## src/verilog/scpd_pkg.sv

```systemverilog
package scpd_pkg;
   // Parameter block words, byte addresses
   localparam logic [7:0] OFS_PB_ID    = 8'h00;
   localparam logic [7:0] OFS_PB_ROUTE = 8'h04;
   localparam logic [7:0] OFS_PB_ADDR  = 8'h08;
   localparam logic [7:0] OFS_PB_COUNT = 8'h0C;
   localparam logic [7:0] OFS_PB_CDB0  = 8'h10;
   localparam logic [7:0] OFS_PB_CDB2  = 8'h18;
   // Control and status registers
   localparam logic [7:0] OFS_CTRL     = 8'h20;
   localparam logic [7:0] OFS_STAT     = 8'h24;
   localparam logic [7:0] OFS_IRQ_STS  = 8'h28;
   localparam logic [7:0] OFS_IRQ_MASK = 8'h2C;
   localparam logic [7:0] OFS_SB_ID    = 8'h30;
   localparam logic [7:0] OFS_SB_INFO  = 8'h34;
   localparam int         PB_WORDS     = 7;
   // Fields of the route word
   localparam int FLG_LSB = 8;
   localparam int AM_LSB  = 16;
   localparam int TGT_LSB = 24;
   // Flag byte bit positions
   localparam int FLG_OVR  = 7;
   localparam int FLG_SUPP = 5;
   localparam int FLG_INHS = 3;
   localparam int FLG_DAT  = 2;
   localparam int FLG_DIR  = 1;
   localparam logic [7:0] AM_MASK = 8'h3F;
   // Status and error codes
   localparam logic [7:0] ST_CHECK      = 8'h02;
   localparam logic [7:0] ERR_NONE      = 8'h00;
   localparam logic [7:0] ERR_BAD_PHASE = 8'h24;
   // Control, status and interrupt bits
   localparam int CTRL_START = 0;
   localparam int STAT_BUSY  = 0;
   localparam int IRQ_DONE   = 0;
   localparam int IRQ_ERR    = 1;
   localparam int IRQ_W      = 2;
   localparam int INFO_SENSE = 16;
   localparam logic [31:0] RST_WORD = 32'h0000_0000;

   typedef enum logic [2:0] {
      SCPD_IDLE  = 3'b000,
      SCPD_ISSUE = 3'b001,
      SCPD_RUN   = 3'b011,
      SCPD_SENSE = 3'b010,
      SCPD_DONE  = 3'b110
   } scpd_state_e;

   // Command handed to the bus sequencer
   typedef struct packed {
      logic        req;
      logic        sense_req;
      logic        abort;
      logic [7:0]  target;
      logic [5:0]  addr_mod;
      logic [31:0] mem_addr;
      logic [31:0] count;
      logic        xfer_phase_present;
      logic        to_target;
      logic [95:0] cdb;
   } scpd_cmd_s;

   // Events reported by the bus sequencer
   typedef struct packed {
      logic       ack;
      logic       phase_valid;
      logic       phase_in;
      logic       status_valid;
      logic [7:0] status;
      logic       sense_done;
   } scpd_rsp_s;
endpackage : scpd_pkg

```

## src/verilog/scpd_decoder.sv

```systemverilog
`timescale 1ns/1ps
// Summary of operation
// Echo command identifier into status block.
// Host keeps identifiers unique among outstanding.
// Send CDB to target byte's ID.
// Fixed layout: address, count, CDB words.
// Low six address-modifier bits drive transfers.
// Flag bits: override, suppress, sense, data, direction.
// Direction counts only with override and data.
// Direction zero from target, one to target.
// Data bit zero no phase, one phase.
// Auto request sense on check condition.
// Inhibited sense: report check condition only.
// Completion interrupt unless suppress bit set.
// Override selects host bits, else defaults.
// Opcode 04H defaults data to target.
// Opcode 02H defaults to no data.
// Override with zeros means no transfer.
// Forward CDB, negotiate, report completion status.
// Phase mismatch ends command with 24H.
// Reserved flag and modifier bits ignored.
module scpd_decoder
(
   // Clock and reset
   input  wire logic              MCLK,
   input  wire logic              RESET,
   // Avalon-MM register slave
   input  wire logic [7:0]        AVS_ADDRESS,
   input  wire logic              AVS_READ,
   input  wire logic              AVS_WRITE,
   input  wire logic [31:0]       AVS_WRITEDATA,
   input  wire logic [3:0]        AVS_BYTEENABLE,
   output logic      [31:0]       AVS_READDATA,
   output logic                   AVS_WAITREQUEST,
   // Interrupt
   output logic                   IRQ,
   // Bus sequencer
   output scpd_pkg::scpd_cmd_s    SEQ_CMD,
   input  wire scpd_pkg::scpd_rsp_s SEQ_RSP
);
   import scpd_pkg::*;

   logic [31:0]       pb_ff [PB_WORDS];
   scpd_state_e       state_ff;
   scpd_cmd_s         cmd_ff;
   logic              supp_ff;
   logic              inhs_ff;
   logic [31:0]       sb_id_ff;
   logic [31:0]       sb_info_ff;
   logic [IRQ_W-1:0]  irq_sts_ff;
   logic [IRQ_W-1:0]  irq_mask_ff;
   logic              ack_ff;
   logic [31:0]       rdata_ff;
   logic              err_ff;
   logic              sensed_ff;
   logic [7:0]        scsi_st_ff;
   logic              wr_go;
   logic              rd_go;
   logic              start;
   logic              done_ev;
   logic              err_ev;
   logic [7:0]        flags;
   logic [7:0]        opcode;
   logic [1:0]        dflt;
   logic              nxt_dat;
   logic              nxt_dir;
   logic              mismatch;

   // Byte-lane merge for the parameter block words
   function automatic logic [31:0] be_merge(input logic [31:0] old,
                                            input logic [31:0] wd,
                                            input logic [3:0]  be);
      logic [31:0] r;
      r = old;
      for (int i = 0; i < 4; i++)
      begin
         if (be[i])
            r[8*i +: 8] = wd[8*i +: 8];
      end
      return r;
   endfunction : be_merge

   // Built-in per-opcode defaults, {data phase, to target}
   function automatic logic [1:0] op_default(input logic [7:0] op);
      logic [1:0] r;
      r = 2'b00;
      case (op)
         8'h04, 8'h07, 8'h0A, 8'h15, 8'h16, 8'h17, 8'h18, 8'h1D,
         8'h2A, 8'h2E, 8'h30, 8'h31, 8'h32, 8'h33, 8'h39, 8'h3A,
         8'h3B, 8'h3F, 8'h40, 8'h41, 8'h4C, 8'h55, 8'hAA, 8'hAE,
         8'hB0, 8'hB1, 8'hB2, 8'hB3, 8'hB6:
            r = 2'b11;
         8'h03, 8'h05, 8'h08, 8'h0F, 8'h12, 8'h14, 8'h1A, 8'h1C,
         8'h25, 8'h28, 8'h2C, 8'h2D, 8'h37, 8'h3C, 8'h3E, 8'h4D,
         8'h5A, 8'hA4, 8'hA8, 8'hB5:
            r = 2'b10;
         default:
            r = 2'b00;
      endcase
      return r;
   endfunction : op_default

   // One wait state on every access keeps read data registered
   assign wr_go = AVS_WRITE & ack_ff;
   assign rd_go = AVS_READ & ack_ff;
   assign AVS_WAITREQUEST = (AVS_READ | AVS_WRITE) & ~ack_ff;
   assign AVS_READDATA = rdata_ff;

   always_ff @(posedge MCLK or posedge RESET)
   begin
      if (RESET)
         ack_ff <= 1'b0;
      else
         ack_ff <= (AVS_READ | AVS_WRITE) & ~ack_ff;
   end

   // Parameter block words; frozen while a command runs
   generate
      for (genvar w = 0; w < PB_WORDS; w++)
      begin : g_pb
         always_ff @(posedge MCLK or posedge RESET)
         begin
            if (RESET)
               pb_ff[w] <= RST_WORD;
            else if (wr_go && state_ff == SCPD_IDLE &&
                     AVS_ADDRESS == 8'(w * 4))
               pb_ff[w] <= be_merge(pb_ff[w], AVS_WRITEDATA, AVS_BYTEENABLE);
         end
      end
   endgenerate

   assign start = wr_go && AVS_ADDRESS == OFS_CTRL &&
                  AVS_BYTEENABLE[0] && AVS_WRITEDATA[CTRL_START] &&
                  state_ff == SCPD_IDLE;

   // Effective data phase and direction
   assign flags  = pb_ff[OFS_PB_ROUTE[4:2]][FLG_LSB +: 8];
   assign opcode = pb_ff[OFS_PB_CDB0[4:2]][7:0];
   assign dflt   = op_default(opcode);
   always_comb
   begin
      if (flags[FLG_OVR])
      begin
         nxt_dat = flags[FLG_DAT];
         nxt_dir = flags[FLG_DAT] & flags[FLG_DIR];
      end
      else
      begin
         nxt_dat = dflt[1];
         nxt_dir = dflt[0];
      end
   end

   // Only the named flag bits are read, reserved ones never
   always_ff @(posedge MCLK or posedge RESET)
   begin
      if (RESET)
      begin
         supp_ff <= 1'b0;
         inhs_ff <= 1'b0;
      end
      else if (start)
      begin
         supp_ff <= flags[FLG_SUPP];
         inhs_ff <= flags[FLG_INHS];
      end
   end

   // Latched command toward the sequencer
   always_ff @(posedge MCLK or posedge RESET)
   begin
      if (RESET)
         cmd_ff <= '0;
      else if (start)
      begin
         cmd_ff.target   <= pb_ff[OFS_PB_ROUTE[4:2]][TGT_LSB +: 8];
         cmd_ff.addr_mod <= 6'(pb_ff[OFS_PB_ROUTE[4:2]][AM_LSB +: 8] & AM_MASK);
         cmd_ff.mem_addr <= pb_ff[OFS_PB_ADDR[4:2]];
         cmd_ff.count    <= pb_ff[OFS_PB_COUNT[4:2]];
         cmd_ff.cdb      <= {pb_ff[OFS_PB_CDB2[4:2]], pb_ff[5], pb_ff[4]};
         cmd_ff.xfer_phase_present <= nxt_dat;
         cmd_ff.to_target          <= nxt_dir;
         cmd_ff.req       <= 1'b1;
         cmd_ff.sense_req <= 1'b0;
         cmd_ff.abort     <= 1'b0;
      end
      else
      begin
         if (state_ff == SCPD_ISSUE && SEQ_RSP.ack)
            cmd_ff.req <= 1'b0;
         cmd_ff.abort <= state_ff == SCPD_RUN && mismatch;
         if (state_ff == SCPD_RUN && SEQ_RSP.status_valid &&
             SEQ_RSP.status == ST_CHECK && !inhs_ff)
            cmd_ff.sense_req <= 1'b1;
         else if (SEQ_RSP.sense_done)
            cmd_ff.sense_req <= 1'b0;
      end
   end
   assign SEQ_CMD = cmd_ff;

   // A data phase that the settings in effect do not expect
   // Judged only in RUN, so a stale phase after abort is harmless
   assign mismatch = SEQ_RSP.phase_valid &&
                     (!cmd_ff.xfer_phase_present ||
                      SEQ_RSP.phase_in == cmd_ff.to_target);

   // Command sequence
   always_ff @(posedge MCLK or posedge RESET)
   begin
      if (RESET)
         state_ff <= SCPD_IDLE;
      else
      begin
         case (state_ff)
            SCPD_IDLE:
               if (start)
                  state_ff <= SCPD_ISSUE;
            SCPD_ISSUE:
               if (SEQ_RSP.ack)
                  state_ff <= SCPD_RUN;
            SCPD_RUN:
               if (mismatch)
                  state_ff <= SCPD_DONE;
               else if (SEQ_RSP.status_valid)
               begin
                  if (SEQ_RSP.status == ST_CHECK && !inhs_ff)
                     state_ff <= SCPD_SENSE;
                  else
                     state_ff <= SCPD_DONE;
               end
            SCPD_SENSE:
               if (SEQ_RSP.sense_done)
                  state_ff <= SCPD_DONE;
            SCPD_DONE:
               state_ff <= SCPD_IDLE;
            default:
               state_ff <= SCPD_IDLE;
         endcase
      end
   end

   // Outcome of the running command
   always_ff @(posedge MCLK or posedge RESET)
   begin
      if (RESET)
      begin
         err_ff     <= 1'b0;
         sensed_ff  <= 1'b0;
         scsi_st_ff <= 8'h00;
      end
      else if (start)
      begin
         err_ff     <= 1'b0;
         sensed_ff  <= 1'b0;
         scsi_st_ff <= 8'h00;
      end
      else
      begin
         if (state_ff == SCPD_RUN && mismatch)
            err_ff <= 1'b1;
         if (state_ff == SCPD_RUN && SEQ_RSP.status_valid)
            scsi_st_ff <= SEQ_RSP.status;
         if (state_ff == SCPD_SENSE && SEQ_RSP.sense_done)
            sensed_ff <= 1'b1;
      end
   end

   // Status block, written once when the command ends
   always_ff @(posedge MCLK or posedge RESET)
   begin
      if (RESET)
      begin
         sb_id_ff   <= RST_WORD;
         sb_info_ff <= RST_WORD;
      end
      else if (state_ff == SCPD_DONE)
      begin
         sb_id_ff   <= pb_ff[OFS_PB_ID[4:2]];
         sb_info_ff <= {15'h0000, sensed_ff,
                        err_ff ? ERR_BAD_PHASE : ERR_NONE, scsi_st_ff};
      end
   end

   // Phase faults always raise the error bit; only done obeys suppress
   assign done_ev = state_ff == SCPD_DONE && !supp_ff;
   assign err_ev  = state_ff == SCPD_RUN && mismatch;

   // Sticky events; a new event wins over a same-cycle clear
   always_ff @(posedge MCLK or posedge RESET)
   begin
      if (RESET)
         irq_sts_ff <= '0;
      else
      begin
         logic [IRQ_W-1:0] clr;
         clr = '0;
         if (wr_go && AVS_ADDRESS == OFS_IRQ_STS && AVS_BYTEENABLE[0])
            clr = AVS_WRITEDATA[IRQ_W-1:0];
         irq_sts_ff <= (irq_sts_ff & ~clr) | {err_ev, done_ev};
      end
   end

   always_ff @(posedge MCLK or posedge RESET)
   begin
      if (RESET)
         irq_mask_ff <= '0;
      else if (wr_go && AVS_ADDRESS == OFS_IRQ_MASK && AVS_BYTEENABLE[0])
         irq_mask_ff <= AVS_WRITEDATA[IRQ_W-1:0];
   end

   assign IRQ = |(irq_sts_ff & irq_mask_ff);

   // Read mux; unmapped addresses read zero
   // Loaded in the wait cycle so read data come from a flop
   always_ff @(posedge MCLK or posedge RESET)
   begin
      if (RESET)
         rdata_ff <= RST_WORD;
      else if (AVS_READ & ~ack_ff)
      begin
         rdata_ff <= RST_WORD;
         if (AVS_ADDRESS < OFS_CTRL && AVS_ADDRESS[1:0] == 2'b00 &&
             AVS_ADDRESS[4:2] < 3'(PB_WORDS))
            rdata_ff <= pb_ff[AVS_ADDRESS[4:2]];
         else
         begin
            case (AVS_ADDRESS)
               OFS_STAT:     rdata_ff[STAT_BUSY] <= state_ff != SCPD_IDLE;
               OFS_IRQ_STS:  rdata_ff[IRQ_W-1:0] <= irq_sts_ff;
               OFS_IRQ_MASK: rdata_ff[IRQ_W-1:0] <= irq_mask_ff;
               OFS_SB_ID:    rdata_ff <= sb_id_ff;
               OFS_SB_INFO:  rdata_ff <= sb_info_ff;
               default:      rdata_ff <= RST_WORD;
            endcase
         end
      end
   end

   // Read strobe kept for symmetry; reads have no side effects
   logic unused_rd;
   assign unused_rd = rd_go;
endmodule : scpd_decoder

```

## config.mk

```make
export PLATFORM = sky130hd
export DESIGN_NAME = scpd_decoder
export DESIGN_NICKNAME = d
export VERILOG_FILES = /design/src/verilog/scpd_pkg.sv /design/src/verilog/scpd_decoder.sv
export SDC_FILE = /design/constraint.sdc
export NUM_CORES = 1
export LEC_CHECK = 0
export BUFFER_PORTS_ARGS = -buffer_cell sky130_fd_sc_hd__buf_2
export CORE_ASPECT_RATIO = 0.6
export CORE_MARGIN = 4
export CORE_UTILIZATION = 58
export DETAILED_ROUTE_END_ITERATION = 16
export PLACE_DENSITY = 0.84
export SLEW_MARGIN = 30
export SYNTH_ARGS = -nofsm -noshare
export SYNTH_HDL_FRONTEND = slang
export SYNTH_SLANG_ARGS = --single-unit
```

## constraint.sdc

```tcl
create_clock -name MCLK -period 18.3 [get_ports MCLK]
set_input_delay 0.915 -clock MCLK [delete_from_list [all_inputs] [get_ports MCLK]]
set_output_delay 0.915 -clock MCLK [all_outputs]
set_load 0.005 [all_outputs]
```

==> results_tabular.tex <==
\begin{tabular}{lr}
\hline
Metric & Value \\
\hline
\multicolumn{2}{l}{\textbf{Synthesis}} \\
Portion of the post-synthesis area used by sequential elements & 57.61\% \\
Post-Syn Instances & 1,449 \\
Post-synth cell types & 66 \\
FFs w/ async S/R, synth & 100.0\% \\
Share of Yosys cell area claimed by the top area cell type & 57.61\% \\
Total of flip-flops plus latches after synthesis & 497 \\
Post-synth EDFFs & 0 \\
Area of the mapped netlist & 21,590 um2 \\
Most area-consuming cells after synthesis & sky130\_fd\_sc\_hd\_\_dfrtp\_1 58\%, sky130\_fd\_sc\_hd\_\_mux2\_2 23\%, sky130\_fd\_sc\_hd\_\_mux4\_2 3.3\% \\
Number of synthesis warnings & 0 \\
Nets in the synthesized netlist & 1,510 \\
Top flip-flop cell by instance count after synthesis & sky130\_fd\_sc\_hd\_\_dfrtp\_1 \\
Leading area contributor after synthesis & sky130\_fd\_sc\_hd\_\_dfrtp\_1 \\
Per-instance average area after synthesis & 14.90 um2 \\
\multicolumn{2}{l}{\textbf{Setup path}} \\
Category of the worst setup path capture point & flop \\
Worst Setup Start Kind & input pin \\
Worst-path cell chain & buf\_2, buf\_4, nor4b\_2, and4\_4, buf\_4, mux2\_2 \\
Cell occurring most often along the worst timing path & sky130\_fd\_sc\_hd\_\_buf\_4 \\
Arrival time worst endpoint & 3.89 ns \\
Critical path data required time & 18.72 ns \\
Gate family responsible for the most delay along the worst path & buffers and inverters \\
Crit path max fanout & 65 \\
CP peak stage delay & 0.82 ns \\
Count of buffering cells on the critical path with inverters included & 3 \\
Critical path's slowest cell & sky130\_fd\_sc\_hd\_\_buf\_4 \\
Class of the most critical setup path & input pin to flop \\
\multicolumn{2}{l}{\textbf{CTS}} \\
Clock root buffer master & sky130\_fd\_sc\_hd\_\_clkbuf\_16 \\
Num CTS Buffers & 44 \\
Largest buffer count on any clock path & 3 \\
Clock latency on the worst-skew pair & 0.55 ns \\
Post-CTS setup buffer count & 0 \\
H-tree Lvls & 2 \\
Sinks on Clock Net & 497 \\
Cts hold-fix bufs & 0 \\
Quantity of gates resized following cts & 0 \\
Reg clk slew, reported paths & 0.07 ns \\
Clock tree from TritonCTS & done \\
\multicolumn{2}{l}{\textbf{Timing}} \\
Count of final setup violators & 0 \\
Tmin final & 3.463 ns \\
Hold violation count in the final report & 0 \\
Slew at the pin with the worst max-slew slack & 1.038 ns \\
RSZ-0062 raised after global routing & false \\
Tightest hold margin & 0.4609 ns \\
Total Neg Setup Slack & 0 ns \\
Final setup skew & 0.01346 ns \\
Final clock period utilization by the worst path & 18.92\% \\
Highest Clock Rate & 288.8 MHz \\
Final max-slew violation count & 0 \\
Worst slew margin relative to its limit & 30.54\% \\
\multicolumn{2}{l}{\textbf{Global route}} \\
Met1 Use GR & 37.64\% \\
Global route overflow & 0 \\
Global-route wire length before repair & 84.24 mm \\
Antenna violations before repair & 0 \\
Global routing met3 resource utilization & 5.515\% \\
GRT met2 Usage & 43.30\% \\
Tot GR Track Use & 26.67\% \\
Most congested layer reported by global routing & met2 \\
Number of global-route vias before repair & 14,180 \\
Maximum number of pins on one net before global-route repair & 191 \\
\multicolumn{2}{l}{\textbf{Routing}} \\
Vias per cell & 6.000 \\
Detailed router's first-iteration violation count & 1,091 \\
Avg WL per Cell & 24.17 um \\
Detailed Routing Iterations Pass 1 & 5 \\
Post-route ant nets & 0 \\
Post-route DRC violation count & 0 \\
Drt total wl & 54.00 mm \\
Total vias in the final route & 13,400 \\
\multicolumn{2}{l}{\textbf{Cells and area}} \\
Highest-count cells in the layout ignoring fill and taps & 497 x sky130\_fd\_sc\_hd\_\_dfrtp\_1, 449 x sky130\_fd\_sc\_hd\_\_mux2\_2, 271 x sky130\_fd\_sc\_hd\_\_buf\_2 \\
Net count reported at finish & 1,760 \\
Diode count & 0 \\
Filler cell count & 2,538 \\
Leading cell type in the layout, fill and taps excluded & sky130\_fd\_sc\_hd\_\_dfrtp\_1 \\
Layout Area Growth over Synthesis & 14.84\% \\
Proportion of layout cells with a drive suffix above 1 & 51.33\% \\
Final cell area excluding filler cells & 24,790 um2 \\
\multicolumn{2}{l}{\textbf{Power and ir drop}} \\
Worst ir drop on vdd & 0.00005782 V \\
Leakage & 13.05 nW \\
P per Cell Area & 87.95 nW/um2 \\
\multicolumn{2}{l}{\textbf{Placement}} \\
Placed wire-length estimate after detailed placement & 35.73 mm \\
Port-buffer cells & 273 \\
Area post-placement & 23,290 um2 \\
GP Congestion & 0.9067 \\
\multicolumn{2}{l}{\textbf{Outcome}} \\
Status & completed \\
\multicolumn{2}{l}{\textbf{Die}} \\
I/O pin cnt & 274 \\
Floorplan row count & 54 \\
Effective utilization at floorplan & 59.06\% \\
Width of the die & 257.1 um \\
Placeable core area & 36,550 um2 \\
Height of the chip & 157.4 um \\
Full die area & 40,480 um2 \\
\multicolumn{2}{l}{\textbf{Job}} \\
Number of max-cap violations & 0 \\
\multicolumn{2}{l}{\textbf{Min path}} \\
Classification of the worst-slack hold path & flop to flop \\
\hline
\end{tabular}
-- registers in the layout, summed over array words and instances, names as in the netlist, 3 cells and up --
| name | cells |
|---|---|
| pb_ff | 208 |
| AVS_READDATA | 32 |
| scsi_st_ff | 8 |
| state_ff | 3 |
| SEQ_CMD | 179 |
| opcode | 8 |
| flags | 8 |
| sb_id_ff | 32 |
| sb_info_ff | 10 |
-- synth_stat cells, types with 3 or more instances --
cell	instances
sky130_fd_sc_hd__dfrtp_1	497
sky130_fd_sc_hd__mux2_2	449
sky130_fd_sc_hd__nor2_1	69
sky130_fd_sc_hd__mux2i_1	41
sky130_fd_sc_hd__o2bb2ai_1	33
sky130_fd_sc_hd__mux4_2	32
sky130_fd_sc_hd__clkbuf_1	29
sky130_fd_sc_hd__buf_2	27
sky130_fd_sc_hd__mux2_1	25
sky130_fd_sc_hd__a221oi_1	23
sky130_fd_sc_hd__nand2_1	23
sky130_fd_sc_hd__nand2_4	20
sky130_fd_sc_hd__buf_4	17
sky130_fd_sc_hd__o21ai_0	12
sky130_fd_sc_hd__a21oi_1	10
sky130_fd_sc_hd__a222oi_1	9
sky130_fd_sc_hd__nand2_2	8
sky130_fd_sc_hd__nand2b_1	7
sky130_fd_sc_hd__nand3_1	7
sky130_fd_sc_hd__nor2b_1	7
sky130_fd_sc_hd__o21ai_1	7
sky130_fd_sc_hd__inv_1	6
sky130_fd_sc_hd__nand3b_1	6
sky130_fd_sc_hd__nor2_4	6
sky130_fd_sc_hd__buf_1	5
sky130_fd_sc_hd__buf_6	5
sky130_fd_sc_hd__nor3_1	5
sky130_fd_sc_hd__nor4_1	4
sky130_fd_sc_hd__nor4bb_1	4
sky130_fd_sc_hd__a41oi_1	3
sky130_fd_sc_hd__and3_1	3
sky130_fd_sc_hd__nor4b_1	3
sky130_fd_sc_hd__o211ai_1	3
-- per-stage QoR --
step	worst slack (ns)	cells	util, %	power [W]
after floorplan	3.510	1449	-	0.001218
after CTS	14.89	2232	67.66	0.002198
after global placement	14.40	2155	63.70	0.001262
after global routing	14.68	2234	67.83	0.002259
final	14.84	2234	67.83	0.002180
after detailed placement	14.32	2155	63.72	0.001267
-- routing by layer --
metal | share of wire, % | up-vias
li1 | - | 5855
met1 | 44 | 7015
met2 | 48 | 447
met3 | 6.3 | 87
met4 | 2.3 | 0
met5 | 0 | -
-- area by class of cell --
cell class | instances | area [um2] | area share [%]
inverter | 6 | 30.03 | 0.1211
tap | 504 | 630.6 | 2.544
timing repair buffer | 287 | 1536 | 6.197
multi-input combinational | 863 | 8718 | 35.17
clock buffer | 63 | 1264 | 5.097
sequential | 497 | 12440 | 50.16
clock inverter | 14 | 176.4 | 0.7116
-- power breakdown --
group	internal, W	switching [W]
Clock	0.000537	0.000397
Sequential	0.00112	0.0000178
Combinational	0.0000391	0.0000731
Total	0.00169	0.000488
-- final timing paths --
check | to | start | slack (ns) | cells after the start
min | irq_sts_ff[0]$_DFF_PP0_ | supp_ff$_DFFE_PP0P_ | 0.46 | 1
max in group asynchronous | SEQ_CMD[129]$_DFFE_PP0P_ | RESET | 15.95 | 4
min reg2reg | irq_sts_ff[0]$_DFF_PP0_ | supp_ff$_DFFE_PP0P_ | 0.46 | 1
min in group asynchronous | SEQ_CMD[43]$_DFFE_PP0P_ | RESET | 0.50 | 2
max | SEQ_CMD[164]$_DFFE_PP0P_ | AVS_ADDRESS[4] | 14.84 | 6
max reg2reg | SEQ_CMD[164]$_DFFE_PP0P_ | state_ff[0]$_DFFE_PP0P_ | 15.11 | 4
-- cells by family (layout without fill, tap and decap cells) --
logic type,count (synthesis),count (layout),share of synthesized area (%)
XOR/XNOR,3,3,0.1217
AO/OA/AOI/OAI,119,119,4.335
buffers and inverters,89,370,2.173
flip-flops,497,497,57.61
multiplexers,548,548,30.03
AND/OR/NAND/NOR,193,193,5.732
Note: power is estimated with default switching activity, not from simulation.
